### config.mk
export PLATFORM = sky130hd
export DESIGN_NAME = host_port
export DESIGN_NICKNAME = d
export VERILOG_FILES = /design/src/host_port_pkg.sv /design/src/host_port.sv
export SDC_FILE = /design/constraint.sdc
export NUM_CORES = 1
export LEC_CHECK = 0
export BUFFER_PORTS_ARGS = -buffer_cell sky130_fd_sc_hd__buf_2
export CAP_MARGIN = 30
export CORE_ASPECT_RATIO = 1.1
export CORE_MARGIN = 4
export CORE_UTILIZATION = 30
export DETAILED_ROUTE_END_ITERATION = 16
export GPL_TIMING_DRIVEN = 0
export PLACE_DENSITY = 0.42
export SYNTH_ARGS = -nofsm -noshare
export SYNTH_HDL_FRONTEND = slang
export SYNTH_SLANG_ARGS = --single-unit
### constraint.sdc
create_clock -name clk_i -period 12.17 [get_ports clk_i]
set_input_delay 1.8255 -clock clk_i [delete_from_list [all_inputs] [get_ports clk_i]]
set_output_delay 1.8255 -clock clk_i [all_outputs]
set_load 0.05 [all_outputs]
### src/host_port_pkg.sv
// constants, field layouts and carriers for the host port block
// assumes one 125 MHz clock and an asynchronous active-high reset
// What this block does
// - a 7-bit word address selects the status words and the two data fifos.
// - strobes count only while chip select is low.
// - a qualified write strobe brings the port out of power saving.
// - one interrupt output with selectable polarity, sources and drive type.
// - with fifo select high every access goes to the data fifos.
// - with fifo select high the upper address bits are not decoded.
// - the speed strap is caught once just after reset release and held.
// - strap 0 gives 10M half duplex no autoneg, strap 1 100M half autoneg.
// - the crossover strap high enables automatic crossover, low disables it.
package host_port_pkg;
   localparam int ADDR_W = 7;
   localparam int DATA_W = 16;
   localparam int SRC_W = 2;
   localparam logic [ADDR_W-1:0] RX_DATA_IDX = 7'h00;
   localparam logic [ADDR_W-1:0] TX_DATA_IDX = 7'h10;
   localparam logic [ADDR_W-1:0] BYTE_TEST_IDX = 7'h32;
   localparam logic [ADDR_W-1:0] STATUS_IDX = 7'h34;
   localparam logic [DATA_W-1:0] BYTE_TEST_VAL = 16'h4321;
   localparam logic [DATA_W-1:0] ZERO_WORD = 16'h0000;
   localparam int ST_SPEED = 0;
   localparam int ST_DUPLEX = 1;
   localparam int ST_AUTONEG = 2;
   localparam int ST_XOVER = 3;
   localparam int ST_RX_AVAIL = 4;
   localparam int ST_TX_SPACE = 5;
   localparam int ST_AWAKE = 6;
   localparam int ST_WR_OPEN = 7;
   localparam int ST_TX_LOST = 8;
   localparam int SRC_RX = 0;
   localparam int SRC_TX = 1;
   localparam int SETTLE_W = 2;

   typedef struct packed {
      logic cs;
      logic rd;
      logic wr;
      logic fifo_sel;
      logic [ADDR_W-1:0] addr;
      logic [DATA_W-1:0] data;
   } host_pins_s;

   typedef struct packed {
      logic speed_100;
      logic full_duplex;
      logic autoneg;
      logic crossover;
   } link_cfg_s;

   localparam link_cfg_s CFG_STRAP0 = '{1'b0, 1'b0, 1'b0, 1'b0};
   localparam link_cfg_s CFG_STRAP1 = '{1'b1, 1'b0, 1'b1, 1'b0};

   typedef enum logic [2:0] {
      ACC_IDLE = 3'b001,
      ACC_READ = 3'b010,
      ACC_WRITE = 3'b100
   } acc_state_e;

   typedef enum logic [1:0] {
      PWR_ON = 2'b01,
      PWR_SAVE = 2'b10
   } pwr_state_e;
endpackage

### src/host_port.sv
// data fifo and the sram-style host port with straps and interrupt pin
// assumes host pins are asynchronous and fifo far sides run on clk_i
`timescale 1ns/1ps
module word_fifo #(
   parameter int WIDTH = 16,
   parameter int DEPTH = 4
) (
   input wire logic clk_i,
   input wire logic rst_i,
   input wire logic [WIDTH-1:0] in_data_i,
   input wire logic in_valid_i,
   output logic in_ready_o,
   output logic [WIDTH-1:0] out_data_o,
   output logic out_valid_o,
   input wire logic out_ready_i
);
   localparam int PW = (DEPTH > 1) ? $clog2(DEPTH) : 1;
   localparam int CW = $clog2(DEPTH + 1);
   localparam logic [CW-1:0] FULL = CW'(DEPTH);
   localparam logic [PW-1:0] LAST = PW'(DEPTH - 1);
   logic [WIDTH-1:0] mem_q [DEPTH];
   logic [WIDTH-1:0] mem_d [DEPTH];
   logic [PW-1:0] wr_q, wr_d, rd_q, rd_d;
   logic [CW-1:0] cnt_q, cnt_d;
   logic ready_q, ready_d, valid_q, valid_d;
   logic push, pop;
   assign push = in_valid_i && ready_q;
   assign pop = out_ready_i && valid_q;
   always_comb begin
      mem_d = mem_q;
      wr_d = wr_q;
      rd_d = rd_q;
      cnt_d = cnt_q;
      if (push) begin
         mem_d[wr_q] = in_data_i;
         wr_d = (wr_q == LAST) ? '0 : wr_q + 1'b1;
      end
      if (pop) begin
         rd_d = (rd_q == LAST) ? '0 : rd_q + 1'b1;
      end
      if (push && !pop) begin
         cnt_d = cnt_q + 1'b1;
      end else if (pop && !push) begin
         cnt_d = cnt_q - 1'b1;
      end
      ready_d = (cnt_d != FULL);
      valid_d = (cnt_d != '0);
   end

   always_ff @(posedge clk_i or posedge rst_i) begin
      if (rst_i) begin
         for (int i = 0; i < DEPTH; i++) begin
            mem_q[i] <= '0;
         end
         wr_q <= '0;
         rd_q <= '0;
         cnt_q <= '0;
         ready_q <= 1'b1;
         valid_q <= 1'b0;
      end else begin
         mem_q <= mem_d;
         wr_q <= wr_d;
         rd_q <= rd_d;
         cnt_q <= cnt_d;
         ready_q <= ready_d;
         valid_q <= valid_d;
      end
   end

   assign in_ready_o = ready_q;
   assign out_valid_o = valid_q;
   assign out_data_o = mem_q[rd_q];
endmodule

`timescale 1ns/1ps
module host_port #(
   parameter int FIFO_DEPTH = 4
) (
   input wire logic clk_i,
   input wire logic rst_i,
   input wire logic [host_port_pkg::DATA_W-1:0] data_i,
   output logic [host_port_pkg::DATA_W-1:0] data_o,
   output logic data_oe_n_o,
   input wire logic [host_port_pkg::ADDR_W-1:0] addr_i,
   input wire logic read_strobe_n_i,
   input wire logic write_strobe_n_i,
   input wire logic chip_select_n_i,
   input wire logic fifo_select_i,
   input wire logic speed_strap_i,
   input wire logic crossover_enable_strap_i,
   input wire logic big_endian_i,
   input wire logic irq_active_high_i,
   input wire logic irq_open_drain_i,
   input wire logic [host_port_pkg::SRC_W-1:0] irq_source_en_i,
   input wire logic sleep_req_i,
   output logic irq_o,
   output logic irq_oe_n_o,
   output logic awake_o,
   output logic link_speed_100_o,
   output logic link_full_duplex_o,
   output logic link_autoneg_o,
   output logic crossover_en_o,
   output logic [host_port_pkg::DATA_W-1:0] tx_data_o,
   output logic tx_valid_o,
   input wire logic tx_ready_i,
   input wire logic [host_port_pkg::DATA_W-1:0] rx_data_i,
   input wire logic rx_valid_i,
   output logic rx_ready_o
);
   import host_port_pkg::*;
   host_pins_s pins_raw, sync1_q, sync2_q;
   logic [1:0] strap1_q, strap2_q;
   logic cs, rd_go, wr_go, any_go;

   // pin synchronisers
   assign pins_raw = '{!chip_select_n_i, !read_strobe_n_i,
                       !write_strobe_n_i, fifo_select_i, addr_i, data_i};

   always_ff @(posedge clk_i or posedge rst_i) begin
      if (rst_i) begin
         sync1_q <= '0;
         sync2_q <= '0;
         strap1_q <= '0;
         strap2_q <= '0;
      end else begin
         sync1_q <= pins_raw;
         sync2_q <= sync1_q;
         strap1_q <= {speed_strap_i, crossover_enable_strap_i};
         strap2_q <= strap1_q;
      end
   end

   assign cs = sync2_q.cs;
   assign rd_go = cs && sync2_q.rd && !sync2_q.wr;
   assign wr_go = cs && sync2_q.wr && !sync2_q.rd;
   assign any_go = cs && (sync2_q.rd || sync2_q.wr);

   function automatic logic [DATA_W-1:0] order(input logic [DATA_W-1:0] w,
                                               input logic be);
      order = be ? {w[7:0], w[15:8]} : w;
   endfunction

   // strap capture, once, after the synchronisers have filled
   logic [SETTLE_W-1:0] settle_q, settle_d;
   logic taken_q, taken_d;
   link_cfg_s cfg_q, cfg_d;

   always_comb begin
      settle_d = {settle_q[SETTLE_W-2:0], 1'b1};
      taken_d = taken_q;
      cfg_d = cfg_q;
      if (settle_q[SETTLE_W-1] && !taken_q) begin
         taken_d = 1'b1;
         cfg_d = strap2_q[1] ? CFG_STRAP1 : CFG_STRAP0;
         cfg_d.crossover = strap2_q[0];
      end
   end

   always_ff @(posedge clk_i or posedge rst_i) begin
      if (rst_i) begin
         settle_q <= '0;
         taken_q <= 1'b0;
         cfg_q <= CFG_STRAP0;
      end else begin
         settle_q <= settle_d;
         taken_q <= taken_d;
         cfg_q <= cfg_d;
      end
   end

   // data fifos
   logic [DATA_W-1:0] tx_in, rx_out;
   logic tx_push, tx_space, rx_avail, rx_pop;

   word_fifo #(.WIDTH(DATA_W), .DEPTH(FIFO_DEPTH)) tx_fifo (
      .clk_i(clk_i),
      .rst_i(rst_i),
      .in_data_i(tx_in),
      .in_valid_i(tx_push),
      .in_ready_o(tx_space),
      .out_data_o(tx_data_o),
      .out_valid_o(tx_valid_o),
      .out_ready_i(tx_ready_i)
   );

   word_fifo #(.WIDTH(DATA_W), .DEPTH(FIFO_DEPTH)) rx_fifo (
      .clk_i(clk_i),
      .rst_i(rst_i),
      .in_data_i(rx_data_i),
      .in_valid_i(rx_valid_i),
      .in_ready_o(rx_ready_o),
      .out_data_o(rx_out),
      .out_valid_o(rx_avail),
      .out_ready_i(rx_pop)
   );

   // power and host access sequencing
   pwr_state_e pwr_q, pwr_d;
   acc_state_e acc_q, acc_d;
   logic [ADDR_W-1:0] adr_q, adr_d;
   logic fsel_q, fsel_d;
   logic wr_open_q, wr_open_d;
   logic lost_q, lost_d;
   logic [DATA_W-1:0] rdata_q, rdata_d;
   logic oe_n_q, oe_n_d;
   logic [DATA_W-1:0] status;
   logic to_rx, to_tx, wr_done;

   assign status = DATA_W'({lost_q, wr_open_q, pwr_q == PWR_ON, tx_space,
                            rx_avail, cfg_q.crossover, cfg_q.autoneg,
                            cfg_q.full_duplex, cfg_q.speed_100});
   // fifo select overrides decode, upper address ignored
   assign to_rx = sync2_q.fifo_sel || (sync2_q.addr == RX_DATA_IDX);
   assign to_tx = fsel_q || (adr_q == TX_DATA_IDX);
   assign wr_done = (acc_q == ACC_WRITE) && !any_go;
   assign tx_in = order(sync2_q.data, big_endian_i);
   assign tx_push = wr_done && wr_open_q && to_tx
                    && (pwr_q == PWR_ON);
   assign rx_pop = (acc_q == ACC_IDLE) && rd_go && to_rx && rx_avail;

   always_comb begin
      pwr_d = pwr_q;
      acc_d = acc_q;
      adr_d = adr_q;
      fsel_d = fsel_q;
      wr_open_d = wr_open_q;
      lost_d = lost_q;
      rdata_d = rdata_q;
      oe_n_d = oe_n_q;
      unique case (acc_q)
         ACC_IDLE: begin
            if (rd_go) begin
               acc_d = ACC_READ;
               oe_n_d = 1'b0;
               wr_open_d = 1'b1;
               if (to_rx) begin
                  rdata_d = rx_avail ? order(rx_out, big_endian_i) : ZERO_WORD;
               end else if (sync2_q.addr == BYTE_TEST_IDX) begin
                  rdata_d = order(BYTE_TEST_VAL, big_endian_i);
               end else if (sync2_q.addr == STATUS_IDX) begin
                  rdata_d = order(status, big_endian_i);
                  lost_d = 1'b0;
               end else begin
                  rdata_d = ZERO_WORD;
               end
            end else if (wr_go) begin
               acc_d = ACC_WRITE;
               adr_d = sync2_q.addr;
               fsel_d = sync2_q.fifo_sel;
               if (pwr_q == PWR_SAVE) begin
                  pwr_d = PWR_ON;
                  wr_open_d = 1'b0;
               end
            end
         end
         ACC_READ: begin
            if (!any_go) begin
               acc_d = ACC_IDLE;
               oe_n_d = 1'b1;
            end
         end
         ACC_WRITE: begin
            if (!any_go) begin
               acc_d = ACC_IDLE;
            end
         end
         default: begin
            acc_d = ACC_IDLE;
            oe_n_d = 1'b1;
         end
      endcase
      if (wr_done && wr_open_q && to_tx && !tx_space) begin
         lost_d = 1'b1;
      end
      if ((pwr_q == PWR_ON) && sleep_req_i && (acc_q == ACC_IDLE)
          && !any_go) begin
         pwr_d = PWR_SAVE;
         wr_open_d = 1'b0;
      end
   end

   always_ff @(posedge clk_i or posedge rst_i) begin
      if (rst_i) begin
         pwr_q <= PWR_ON;
         acc_q <= ACC_IDLE;
         adr_q <= '0;
         fsel_q <= 1'b0;
         wr_open_q <= 1'b0;
         lost_q <= 1'b0;
         rdata_q <= '0;
         oe_n_q <= 1'b1;
      end else begin
         pwr_q <= pwr_d;
         acc_q <= acc_d;
         adr_q <= adr_d;
         fsel_q <= fsel_d;
         wr_open_q <= wr_open_d;
         lost_q <= lost_d;
         rdata_q <= rdata_d;
         oe_n_q <= oe_n_d;
      end
   end

   // interrupt pin
   logic [SRC_W-1:0] src;
   logic irq_lvl, irq_q, irq_d, irq_oe_n_q, irq_oe_n_d;
   assign src[SRC_RX] = rx_avail;
   assign src[SRC_TX] = tx_space;
   always_comb begin
      irq_lvl = (|(src & irq_source_en_i)) ~^ irq_active_high_i;
      if (irq_open_drain_i) begin
         irq_d = 1'b0;
         irq_oe_n_d = irq_lvl;
      end else begin
         irq_d = irq_lvl;
         irq_oe_n_d = 1'b0;
      end
   end

   always_ff @(posedge clk_i or posedge rst_i) begin
      if (rst_i) begin
         irq_q <= 1'b0;
         irq_oe_n_q <= 1'b1;
      end else begin
         irq_q <= irq_d;
         irq_oe_n_q <= irq_oe_n_d;
      end
   end

   assign data_o = rdata_q;
   assign data_oe_n_o = oe_n_q;
   assign irq_o = irq_q;
   assign irq_oe_n_o = irq_oe_n_q;
   assign awake_o = (pwr_q == PWR_ON);
   assign link_speed_100_o = cfg_q.speed_100;
   assign link_full_duplex_o = cfg_q.full_duplex;
   assign link_autoneg_o = cfg_q.autoneg;
   assign crossover_en_o = cfg_q.crossover;
endmodule

==> key figures, run 1 <==
Logic synthesis
  • Post-synth top flop: dfrtp_1
  • YS warnings: 0
  • Top cells by count, synth: dfrtp_1, mux2_2, nand2_1
  • Mapped Area: 10600 um2
  • Post-synthesis sequential area ratio: 57.6%
  • Synth Register Bits: 243
  • Synth cell types: 60
  • Top-count cell post-synth: dfrtp_1
  • Post-synth ARST share: 100%
  • Post-Synthesis Cells: 726
  • Syn_nets: 795
  • Post-synth top area share: 56.1%
  • Post-synth EDFFs: 0
  • Top cells by area, synth: dfrtp_1, mux2_2, mux4_2, mux2_4, nand2_1
  • Biggest area consumer among synthesized cells: dfrtp_1
  • Syn avg cell area: 14.6 um2

Route
  • Met1 wire length: 11.3 mm
  • Met3 Wirelength: 937 um
  • WL per Instance: 18.9 um
  • Drt drc: 0
  • Met2 WL: 12.3 mm
  • Via/cell ratio: 4.75
  • Drt pass-1 iters: 4
  • DRT iter0 DRCs: 270
  • Routed Antenna Nets: 0
  • WL final: 24.9 mm
  • Top layer in use: met5
  • Vias: 6255

Min path
  • Hold/Removal Path Class: flip-flop to flip-flop

Final layout
  • Final net count: 926
  • Share of cells above drive strength 1: 42.3%
  • Ant. Diodes: 0
  • Finished Cell Area: 12800 um2
  • Fin cells: 1318
  • Area Growth Syn to Fin: 20.6%
  • Final Util: 37.0%

Clock tree
  • Clk buf depth: 3
  • CTS hold repair buffers: 0
  • Clock sinks: 243
  • Clk root buf: clkbuf_16
  • Worst-skew pair later-pin latency: 0.55 ns
  • Post-CTS sizing: 0
  • Num CTS Buffers: 30
  • H-Tree Level Count: 1
  • TritonCTS clock tree: built
  • Post-CTS setup buffer count: 0
  • Clock-pin slew reported for the worst setup and hold paths after clock tree synthesis: 0.06 ns

Status
  • Outcome: completed

Worst setup path
  • CP Capture Type: output port
  • Reg2Reg Setup Slack: 9.60 ns
  • Crit path kind: flip-flop to output port
  • Critical path arrival: 2.90 ns
  • Worst Setup SP: tx_fifo.rd_q[0]
  • Cells on worst reg2reg path: 7
  • CP startpoint kind: flip-flop
  • Crit path max fanout: 9
  • Worst EP required: 10.34 ns
  • R2r endpoint: data_o[9]
  • Setup crit end: tx_data_o[5]
  • Worst reg2reg startpoint: sync2_q[18]

Place
  • DP Wirelength: 16.8 mm
  • Gpl congestion: 0.748
  • Pre-CTS WS: 7.91 ns
  • Placed Area: 11700 um2
  • Post-Place Cells: 1261
  • IO buf count: 94

Global route
  • Vias in the first global route: 6734
  • Gr ovfl total: 0
  • Global Route Usage Sum: 13.1%
  • Pin count of the biggest net entering global routing: 106
  • Initial antenna violation count: 1
  • Global-route wire length before repair: 39.9 mm

Power and ir drop
  • Peak VDD IR: 132 uV
  • Power Density: 223 nW/um2
  • Leakage: 5.89 nW
  • Overall power: 2.85 mW

Timing
  • Setup_tns: 0 ns
  • Min Hold Slack: 0.345 ns
  • Final setup margin: 7.44 ns
  • Setup Viol. Count Final: 0
  • Tcrit/Tclk final: 38.9%
  • Unrepaired setup endpoints after global routing: no
  • Max-slew violations: 0
  • Slew @ Worst Pin: 0.850 ns
  • Max Fclk: 211 MHz
  • Hold violation count in the final report: 0
  • Relative slew margins: 43.3%
  • Clock Skew: 0.0136 ns
  • Final min period: 4.73 ns

Floorplanning
  • Die area: 38300 um2
  • DIE WIDTH: 187 um
  • Initial core utilization: 30.7%
  • Rows: 71
  • Chip height: 205 um
  • Top Ports: 97
  • Core Area: 34500 um2

Job
  • Maxcap violations: 0
[routing by layer]
metal  vias up  global-route usage (%)
met5         -                       0
met4         2                    2.77
met3        31                    2.42
met2        96                    22.4
met1      3237                    17.5
li1       2889                       -
[sequential cells by signal, indices dropped and copies added (netlist names), 2 cells and up]
name	flops
tx_fifo.rd_q	2
adr_q	7
sync1_q	27
rx_fifo.mem_q	64
rx_fifo.cnt_q	3
tx_fifo.cnt_q	3
pwr_q	2
tx_fifo.wr_q	2
settle_q	2
data_o	16
strap2_q	2
tx_fifo.mem_q	64
strap1_q	2
rx_fifo.rd_q	2
acc_q	3
rx_fifo.wr_q	2
sync2_q	26
[worst min path at each step]
| stage | depth (start not counted) | startpoint | endpoint |
|---|---|---|---|
| after floorplan | 0 | sync1_q[26] | cs |
| after global placement | 0 | settle_q[0] | settle_q[1] |
| after detailed placement | 0 | sync1_q[1] | sync2_q[1] |
| after CTS | 0 | sync1_q[25] | sync2_q[25] |
| after global routing | 0 | strap1_q[1] | strap2_q[1] |
| final | 0 | sync1_q[5] | sync2_q[5] |
[critical path, cell delays in order, from the launching register on]
cell,delay (ns)
dfrtp_1,0.35
clkbuf_1,0.65
buf_1,0.38
buf_8,0.20
mux4_2,0.54
buf_2,0.24
[where the power goes]
group / internal, mW / switching (mW) / total (mW)
registers: 0.999 / 0.111 / 1.11
clock network: 0.584 / 0.350 / 0.934
logic: 0.357 / 0.444 / 0.801
total: 1.94 / 0.905 / 2.85
[cell usage in the layout (no fill, tap or decap), types with 3 or more instances in the layout]
cell       count
xnor2_1        3
inv_1         16
nand2_1       57
a21o_1         4
dfstp_2        6
nor4b_1        4
mux2_2       120
clkbuf_16     30
and3_1         3
nor2_1        17
buf_12         3
mux2_4        40
nor3b_1        4
nor2b_1        4
a221o_1        5
nand2b_1       4
mux2i_1        4
nor4_1         3
a32oi_1        4
buf_2         98
dfrtp_1      237
clkbuf_1      24
ha_1          14
o31ai_1        3
clkbuf_8       8
a21oi_1       16
clkinv_2       7
nor3_1        13
o21a_1         3
o21ai_0       26
o21bai_1       3
nand3b_1       5
mux4_2        31
bufinv_16      4
nand2_8        4
a211oi_1       3
buf_8          3
[layout make-up]
class / instances / area [um2]
Buffer: 34 / 208
Timing Repair Buffer: 99 / 561
Clock inverter: 14 / 188
Inverter: 17 / 71.3
Sequential cell: 243 / 6090
Fill cell: 3318 / 21700
Tap cell: 438 / 548
Multi-Input combinational cell: 432 / 4220
Clock buffer: 41 / 872
[kinds of logic (layout without fill, tap and decap cells)]
kind of cell / count (synthesis) / in the layout / share of synthesized area (%)
other: 2 / 2 / 0.0710
adder cells (fa/ha/maj): 14 / 14 / 1.66
multiplexers: 195 / 195 / 25.4
buffers and inverters: 51 / 205 / 2.57
AND/OR/NAND/NOR: 138 / 138 / 7.53
AO/OA/AOI/OAI: 80 / 80 / 4.93
XOR/XNOR: 3 / 3 / 0.248
flip-flops: 243 / 243 / 57.6
Note: power is estimated with default switching activity, not from simulation.
==> run 2: changes to the inputs <==
--- a/config.mk
+++ b/config.mk
@@ -12,7 +12,7 @@
 export CORE_UTILIZATION = 30
 export DETAILED_ROUTE_END_ITERATION = 16
 export GPL_TIMING_DRIVEN = 0
-export PLACE_DENSITY = 0.42
+export PLACE_DENSITY = 0.44
 export SYNTH_ARGS = -nofsm -noshare
 export SYNTH_HDL_FRONTEND = slang
 export SYNTH_SLANG_ARGS = --single-unit
==> constraint.sdc (replaced) <==
create_clock -name clk_i -period 4.2 [get_ports clk_i]
set_input_delay 0.63 -clock clk_i [delete_from_list [all_inputs] [get_ports clk_i]]
set_output_delay 0.63 -clock clk_i [all_outputs]
set_load 0.05 [all_outputs]
==> key figures, run 2 (same netlist as run 1, synthesis figures left out) <==
Floorplanning
  • Initial core utilization: 30.7% (unchanged)
  • Rows: 71 (unchanged)
  • Top Ports: 97 (unchanged)
  • Chip height: 205 um (unchanged)
  • DIE WIDTH: 187 um (unchanged)
  • Core Area: 34500 um2 (unchanged)
  • Die area: 38300 um2 (unchanged)

Final layout
  • Share of cells above drive strength 1: 41.9% (was 42.3%)
  • Biggest regs: rx_fifo.mem_q (64), tx_fifo.mem_q (64), sync1_q (27) (unchanged)
  • Finished Cell Area: 12700 um2 (was 12800 um2)
  • Commonest non-fill, non-tap cell in the layout: dfrtp_1 (unchanged)
  • Ant. Diodes: 0 (unchanged)
  • Most frequent cells in the layout: dfrtp_1, mux2_2, buf_2 (unchanged)
  • Final net count: 930 (was 926)
  • Area Growth Syn to Fin: 20.4% (was 20.6%)

Power and ir drop
  • Peak VDD IR: 393 uV (was 132 uV)
  • Power Density: 630 nW/um2 (was 223 nW/um2)
  • Leakage: 5.88 nW (was 5.89 nW)

Worst setup path
  • Crit path max fanout: 10 (was 9)
  • CP Capture Type: output port (unchanged)
  • Critical-path cell list: clkbuf_1 -> buf_1 -> mux4_2 -> buf_2 (was clkbuf_1 -> buf_1 -> buf_8 -> mux4_2 -> buf_2)
  • Crit path kind: flip-flop to output port (unchanged)
  • Max stage delay on crit path: 0.74 ns (was 0.65 ns)
  • Setup crit end: tx_data_o[4] (was tx_data_o[5])
  • Worst reg2reg startpoint: rx_fifo.rd_q[1] (was sync2_q[18])
  • Worst Setup SP: tx_fifo.rd_q[0] (unchanged)
  • Levels on crit path: 4 (was 5)
  • Cells on worst reg2reg path: 7 (unchanged)
  • CP startpoint kind: flip-flop (unchanged)
  • Reg2Reg Setup Slack: 1.65 ns (was 9.60 ns)
  • Family with the most delay on the worst path: buffers and inverters (unchanged)
  • Worst EP required: 3.57 ns (was 10.34 ns)
  • Crit path buffers/inverters: 3 (was 4)
  • Critical path arrival: 3.17 ns (was 2.90 ns)
  • CP max-delay cell: buf_1 (was clkbuf_1)
  • R2r endpoint: data_o[10] (was data_o[9])

Global route
  • Pin count of the biggest net entering global routing: 40 (was 106)
  • Global-route wire length before repair: 39.7 mm (was 39.9 mm)
  • Initial antenna violation count: 1 (unchanged)
  • Gr ovfl total: 0 (unchanged)
  • Most Crowded Layer GR: met2 (unchanged)
  • Global Route Usage Sum: 13.1% (about the same)
  • Met1 Resource Use GR: 17.5% (about the same)
  • M2 GR Usage: 22.2% (was 22.4%)
  • Met3 usage: 2.11% (was 2.42%)
  • Vias in the first global route: 6637 (was 6734)

Timing
  • Final setup margin: 0.402 ns (was 7.44 ns)
  • Hold violation count in the final report: 0 (unchanged)
  • Slew @ Worst Pin: 0.896 ns (was 0.850 ns)
  • Unrepaired setup endpoints after global routing: no (unchanged)
  • Final min period: 3.80 ns
  • Max-slew violations: 0 (unchanged)
  • Max Fclk: 263 MHz
  • Clock Skew: 0.0294 ns (was 0.0136 ns)
  • Tcrit/Tclk final: 90.4%
  • Setup Viol. Count Final: 0 (unchanged)
  • Relative slew margins: 40.2% (was 43.3%)

Clock tree
  • Clock-pin slew reported for the worst setup and hold paths after clock tree synthesis: 0.06 ns (about the same)
  • CTS hold repair buffers: 0 (unchanged)
  • Num CTS Buffers: 30 (unchanged)
  • Post-CTS sizing: 0 (unchanged)
  • Post-CTS setup buffer count: 0 (unchanged)
  • Clock sinks: 243 (unchanged)
  • TritonCTS clock tree: built (unchanged)
  • Worst-skew pair later-pin latency: 0.56 ns (was 0.55 ns)
  • Clk buf depth: 3 (unchanged)
  • H-Tree Level Count: 1 (unchanged)
  • Clk root buf: clkbuf_16 (unchanged)

Status
  • Outcome: completed (unchanged)

Job
  • Maxcap violations: 0 (unchanged)

Route
  • WL final: 25.2 mm (was 24.9 mm)
  • WL per Instance: 19.0 um (was 18.9 um)
  • Via/cell ratio: 4.77 (was 4.75)
  • DRT iter0 DRCs: 248 (was 270)
  • Vias: 6306 (was 6255)
  • Drt pass-1 iters: 4 (unchanged)
  • Routed Antenna Nets: 0 (unchanged)
  • Drt drc: 0 (unchanged)

Place
  • DP Wirelength: 17.4 mm (was 16.8 mm)
  • Gpl congestion: 0.734 (was 0.748)
  • Pre-CTS WS: 0.798 ns (was 7.91 ns)
  • IO buf count: 94 (unchanged)
  • Placed Area: 11800 um2 (was 11700 um2)

Min path
  • Hold/Removal Path Class: primary input to asynchronous set/reset pin (was flip-flop to flip-flop)
[run 2: changes by cell type in the layout (fill, tap and decap cells not counted), sizes merged]
cell	delta
clkbuf	+2
clkinv	+2
bufinv	-3
buf	+5
clkinvlp	+1
inv	-2
[run 2: per-layer routing]
metal | wire, um | part of all wire, %
met5 | 13 | 0.052
met2 | 12300 | 49
met4 | 529 | 2.1
met3 | 1030 | 4.1
met1 | 11300 | 45
[run 2: final cells by class]
class	count	area, um2
repair buffers	103	651
clock inverters	12	98.8
plain buffers	34	208
multi-input cells	432	4220
fillers	3377	21700
flip-flops and latches	243	6090
inverters	17	67.6
clock buffers	44	853
well taps	438	548
[run 2: worst min-delay path by stage]
stage | from | endpoint | slack, ns | cells after the start
2_1_floorplan | sync1_q[26] | cs | 0.33 | 0
3_3_place_gp | settle_q[0] | settle_q[1] | 0.33 | 0
3_5_place_dp | sync1_q[14] | sync2_q[14] | 0.33 | 0
4_1_cts | rst_i | tx_fifo.mem_q[37] | 0.10 | 2
5_1_grt | rst_i | sync1_q[8] | 0.14 | 2
6_report | rst_i | sync1_q[8] | 0.11 | 2
[run 2: per-stage QoR]
stage	utilization (%)	hold slack [ns]	TNS, ns	instances	total power, mW
6_report	36.9	0.115	0	1323	8.02
5_1_grt	36.9	0.139	0	1323	8.49
4_1_cts	36.9	0.102	0	1323	8.18
3_5_place_dp	34.2	0.335	0	1267	5.64
3_3_place_gp	33.7	0.331	-331.95	1258	5.61
2_1_floorplan	-	0.331	0	726	4.93
[run 2: where the power goes]
part / switching [mW] / internal, mW / total (mW)
Sequential: 0.332 / 2.90 / 3.23
Combinational: 1.29 / 1.03 / 2.32
Clock: 1.00 / 1.46 / 2.47
Total: 2.63 / 5.39 / 8.02
==> run 3: changes to the inputs <==
==> constraint.sdc (replaced) <==
create_clock -name clk_i -period 4.2 [get_ports clk_i]
set_input_delay 0.84 -clock clk_i [delete_from_list [all_inputs] [get_ports clk_i]]
set_output_delay 0.84 -clock clk_i [all_outputs]
set_load 0.05 [all_outputs]
==> key figures, run 3 (same netlist as run 1, synthesis figures left out) <==
Worst setup path
  • Worst EP required: 3.36 ns (was 3.57 ns)
  • Crit path kind: flip-flop to output port (unchanged)
  • CP startpoint kind: flip-flop (unchanged)
  • Critical path arrival: 2.88 ns (was 3.17 ns)
  • Max stage delay on crit path: 0.64 ns (was 0.74 ns)
  • Crit path max fanout: 10 (unchanged)
  • Critical-path cell list: clkbuf_1 -> clkbuf_2 -> mux4_2 -> buf_2 (was clkbuf_1 -> buf_1 -> mux4_2 -> buf_2)
  • Family with the most delay on the worst path: buffers and inverters (unchanged)
  • CP Capture Type: output port (unchanged)
  • Crit path buffers/inverters: 3 (unchanged)
  • CP max-delay cell: clkbuf_1 (was buf_1)

Power and ir drop
  • Power Density: 630 nW/um2 (about the same)
  • Leakage: 5.88 nW (about the same)
  • Overall power: 8.02 mW (about the same)
  • Peak VDD IR: 393 uV (unchanged)

Clock tree
  • Clock sinks: 243 (unchanged)
  • H-Tree Level Count: 1 (unchanged)
  • Clk root buf: clkbuf_16 (unchanged)
  • Worst-skew pair later-pin latency: 0.56 ns (about the same)
  • Clk buf depth: 3 (unchanged)
  • Clock-pin slew reported for the worst setup and hold paths after clock tree synthesis: 0.06 ns (about the same)
  • CTS hold repair buffers: 0 (unchanged)
  • Post-CTS sizing: 0 (unchanged)
  • Post-CTS setup buffer count: 0 (unchanged)
  • Num CTS Buffers: 30 (unchanged)
  • TritonCTS clock tree: built (unchanged)

Timing
  • Final setup margin: 0.476 ns (was 0.402 ns)
  • Hold violation count in the final report: 0 (unchanged)
  • Relative slew margins: 42.8% (was 40.2%)
  • Final min period: 3.72 ns (was 3.80 ns)
  • Max Fclk: 269 MHz (was 263 MHz)
  • Max-slew violations: 0 (unchanged)
  • Setup Viol. Count Final: 0 (unchanged)
  • Min Hold Slack: 0.325 ns (was 0.115 ns)
  • Slew @ Worst Pin: 0.859 ns (was 0.896 ns)
  • Clock Skew: 0.0294 ns (about the same)
  • Unrepaired setup endpoints after global routing: no (unchanged)
  • Tcrit/Tclk final: 88.7% (was 90.4%)

Final layout
  • Area Growth Syn to Fin: 20.4% (about the same)
  • Share of cells above drive strength 1: 42.0% (was 41.9%)
  • Final net count: 930 (unchanged)
  • Biggest regs: rx_fifo.mem_q (64), tx_fifo.mem_q (64), sync1_q (27) (unchanged)
  • Most frequent cells in the layout: dfrtp_1, mux2_2, buf_2 (unchanged)
  • Ant. Diodes: 0 (unchanged)
  • Commonest non-fill, non-tap cell in the layout: dfrtp_1 (unchanged)

Global route
  • Initial antenna violation count: 1 (unchanged)
  • Gr ovfl total: 0 (unchanged)
  • Global Route Usage Sum: 13.1% (unchanged)
  • Pin count of the biggest net entering global routing: 40 (unchanged)
  • Global-route wire length before repair: 39.7 mm (unchanged)
  • Vias in the first global route: 6637 (unchanged)

Route
  • WL final: 25.2 mm (unchanged)
  • Drt pass-1 iters: 4 (unchanged)
  • Vias: 6309 (was 6306)
  • Drt drc: 0 (unchanged)
  • Routed Antenna Nets: 0 (unchanged)
  • Via/cell ratio: 4.77 (about the same)
  • DRT iter0 DRCs: 248 (unchanged)
  • WL per Instance: 19.0 um (unchanged)

Place
  • Gpl congestion: 0.734 (unchanged)
  • Pre-CTS WS: 0.588 ns (was 0.798 ns)
  • DP Wirelength: 17.4 mm (unchanged)
  • IO buf count: 94 (unchanged)

Floorplanning
  • Die area: 38300 um2 (unchanged)
  • DIE WIDTH: 187 um (unchanged)
  • Top Ports: 97 (unchanged)
  • Rows: 71 (unchanged)
  • Core Area: 34500 um2 (unchanged)
  • Chip height: 205 um (unchanged)
  • Initial core utilization: 30.7% (unchanged)

Job
  • Maxcap violations: 0 (unchanged)

Status
  • Outcome: completed (unchanged)

Min path
  • Hold/Removal Path Class: primary input to asynchronous set/reset pin (unchanged)
## run 3: final cells by class
cell class	instances	area [um2]
repair buffers	103	651
multi-input cells	432	4220
clock buffers	44	853
clock inverters	12	98.8
fillers	3376	21700
plain buffers	34	209
inverters	17	67.6
flip-flops and latches	243	6090
well taps	438	548
## run 3: through the flow
step,TNS (ns),instance area (um2),util (%),instances
4_1_cts,0,12700,36.9,1323
6_report,0,12700,36.9,1323
3_3_place_gp,-382.98,11600,33.7,1258
5_1_grt,0,12700,36.9,1323
2_1_floorplan,0,10600,-,726
3_5_place_dp,0,11800,34.2,1267
## run 3: worst paths after layout
kind	start	to	slack, ns	depth (start not counted)
hold reg to reg	sync1_q[11]	sync2_q[11]	0.33	0
hold / removal	rst_i	sync1_q[8]	0.32	2
setup / recovery	tx_fifo.rd_q[0]	tx_data_o[4]	0.48	4
setup reg to reg	sync2_q[18]	data_o[9]	1.65	7
min in group clk_i	sync1_q[11]	sync2_q[11]	0.33	0
max in group asynchronous	rst_i	rx_fifo.in_ready_o	2.56	6
## run 3: power by group
| part | internal [mW] | switching, mW | total [mW] |
|---|---|---|---|
| Clock | 1.46 | 1.00 | 2.47 |
| Combinational | 1.03 | 1.29 | 2.32 |
| Sequential | 2.90 | 0.332 | 3.23 |
## run 3: routing by layer
layer  vias up  GRT usage [%]  wire length (um)
li1       2902              -                 -
met4         2           3.30               529
met3        42           2.11              1040
met1      3232           17.5             11300
met5         -              0                13
met2       131           22.2             12300
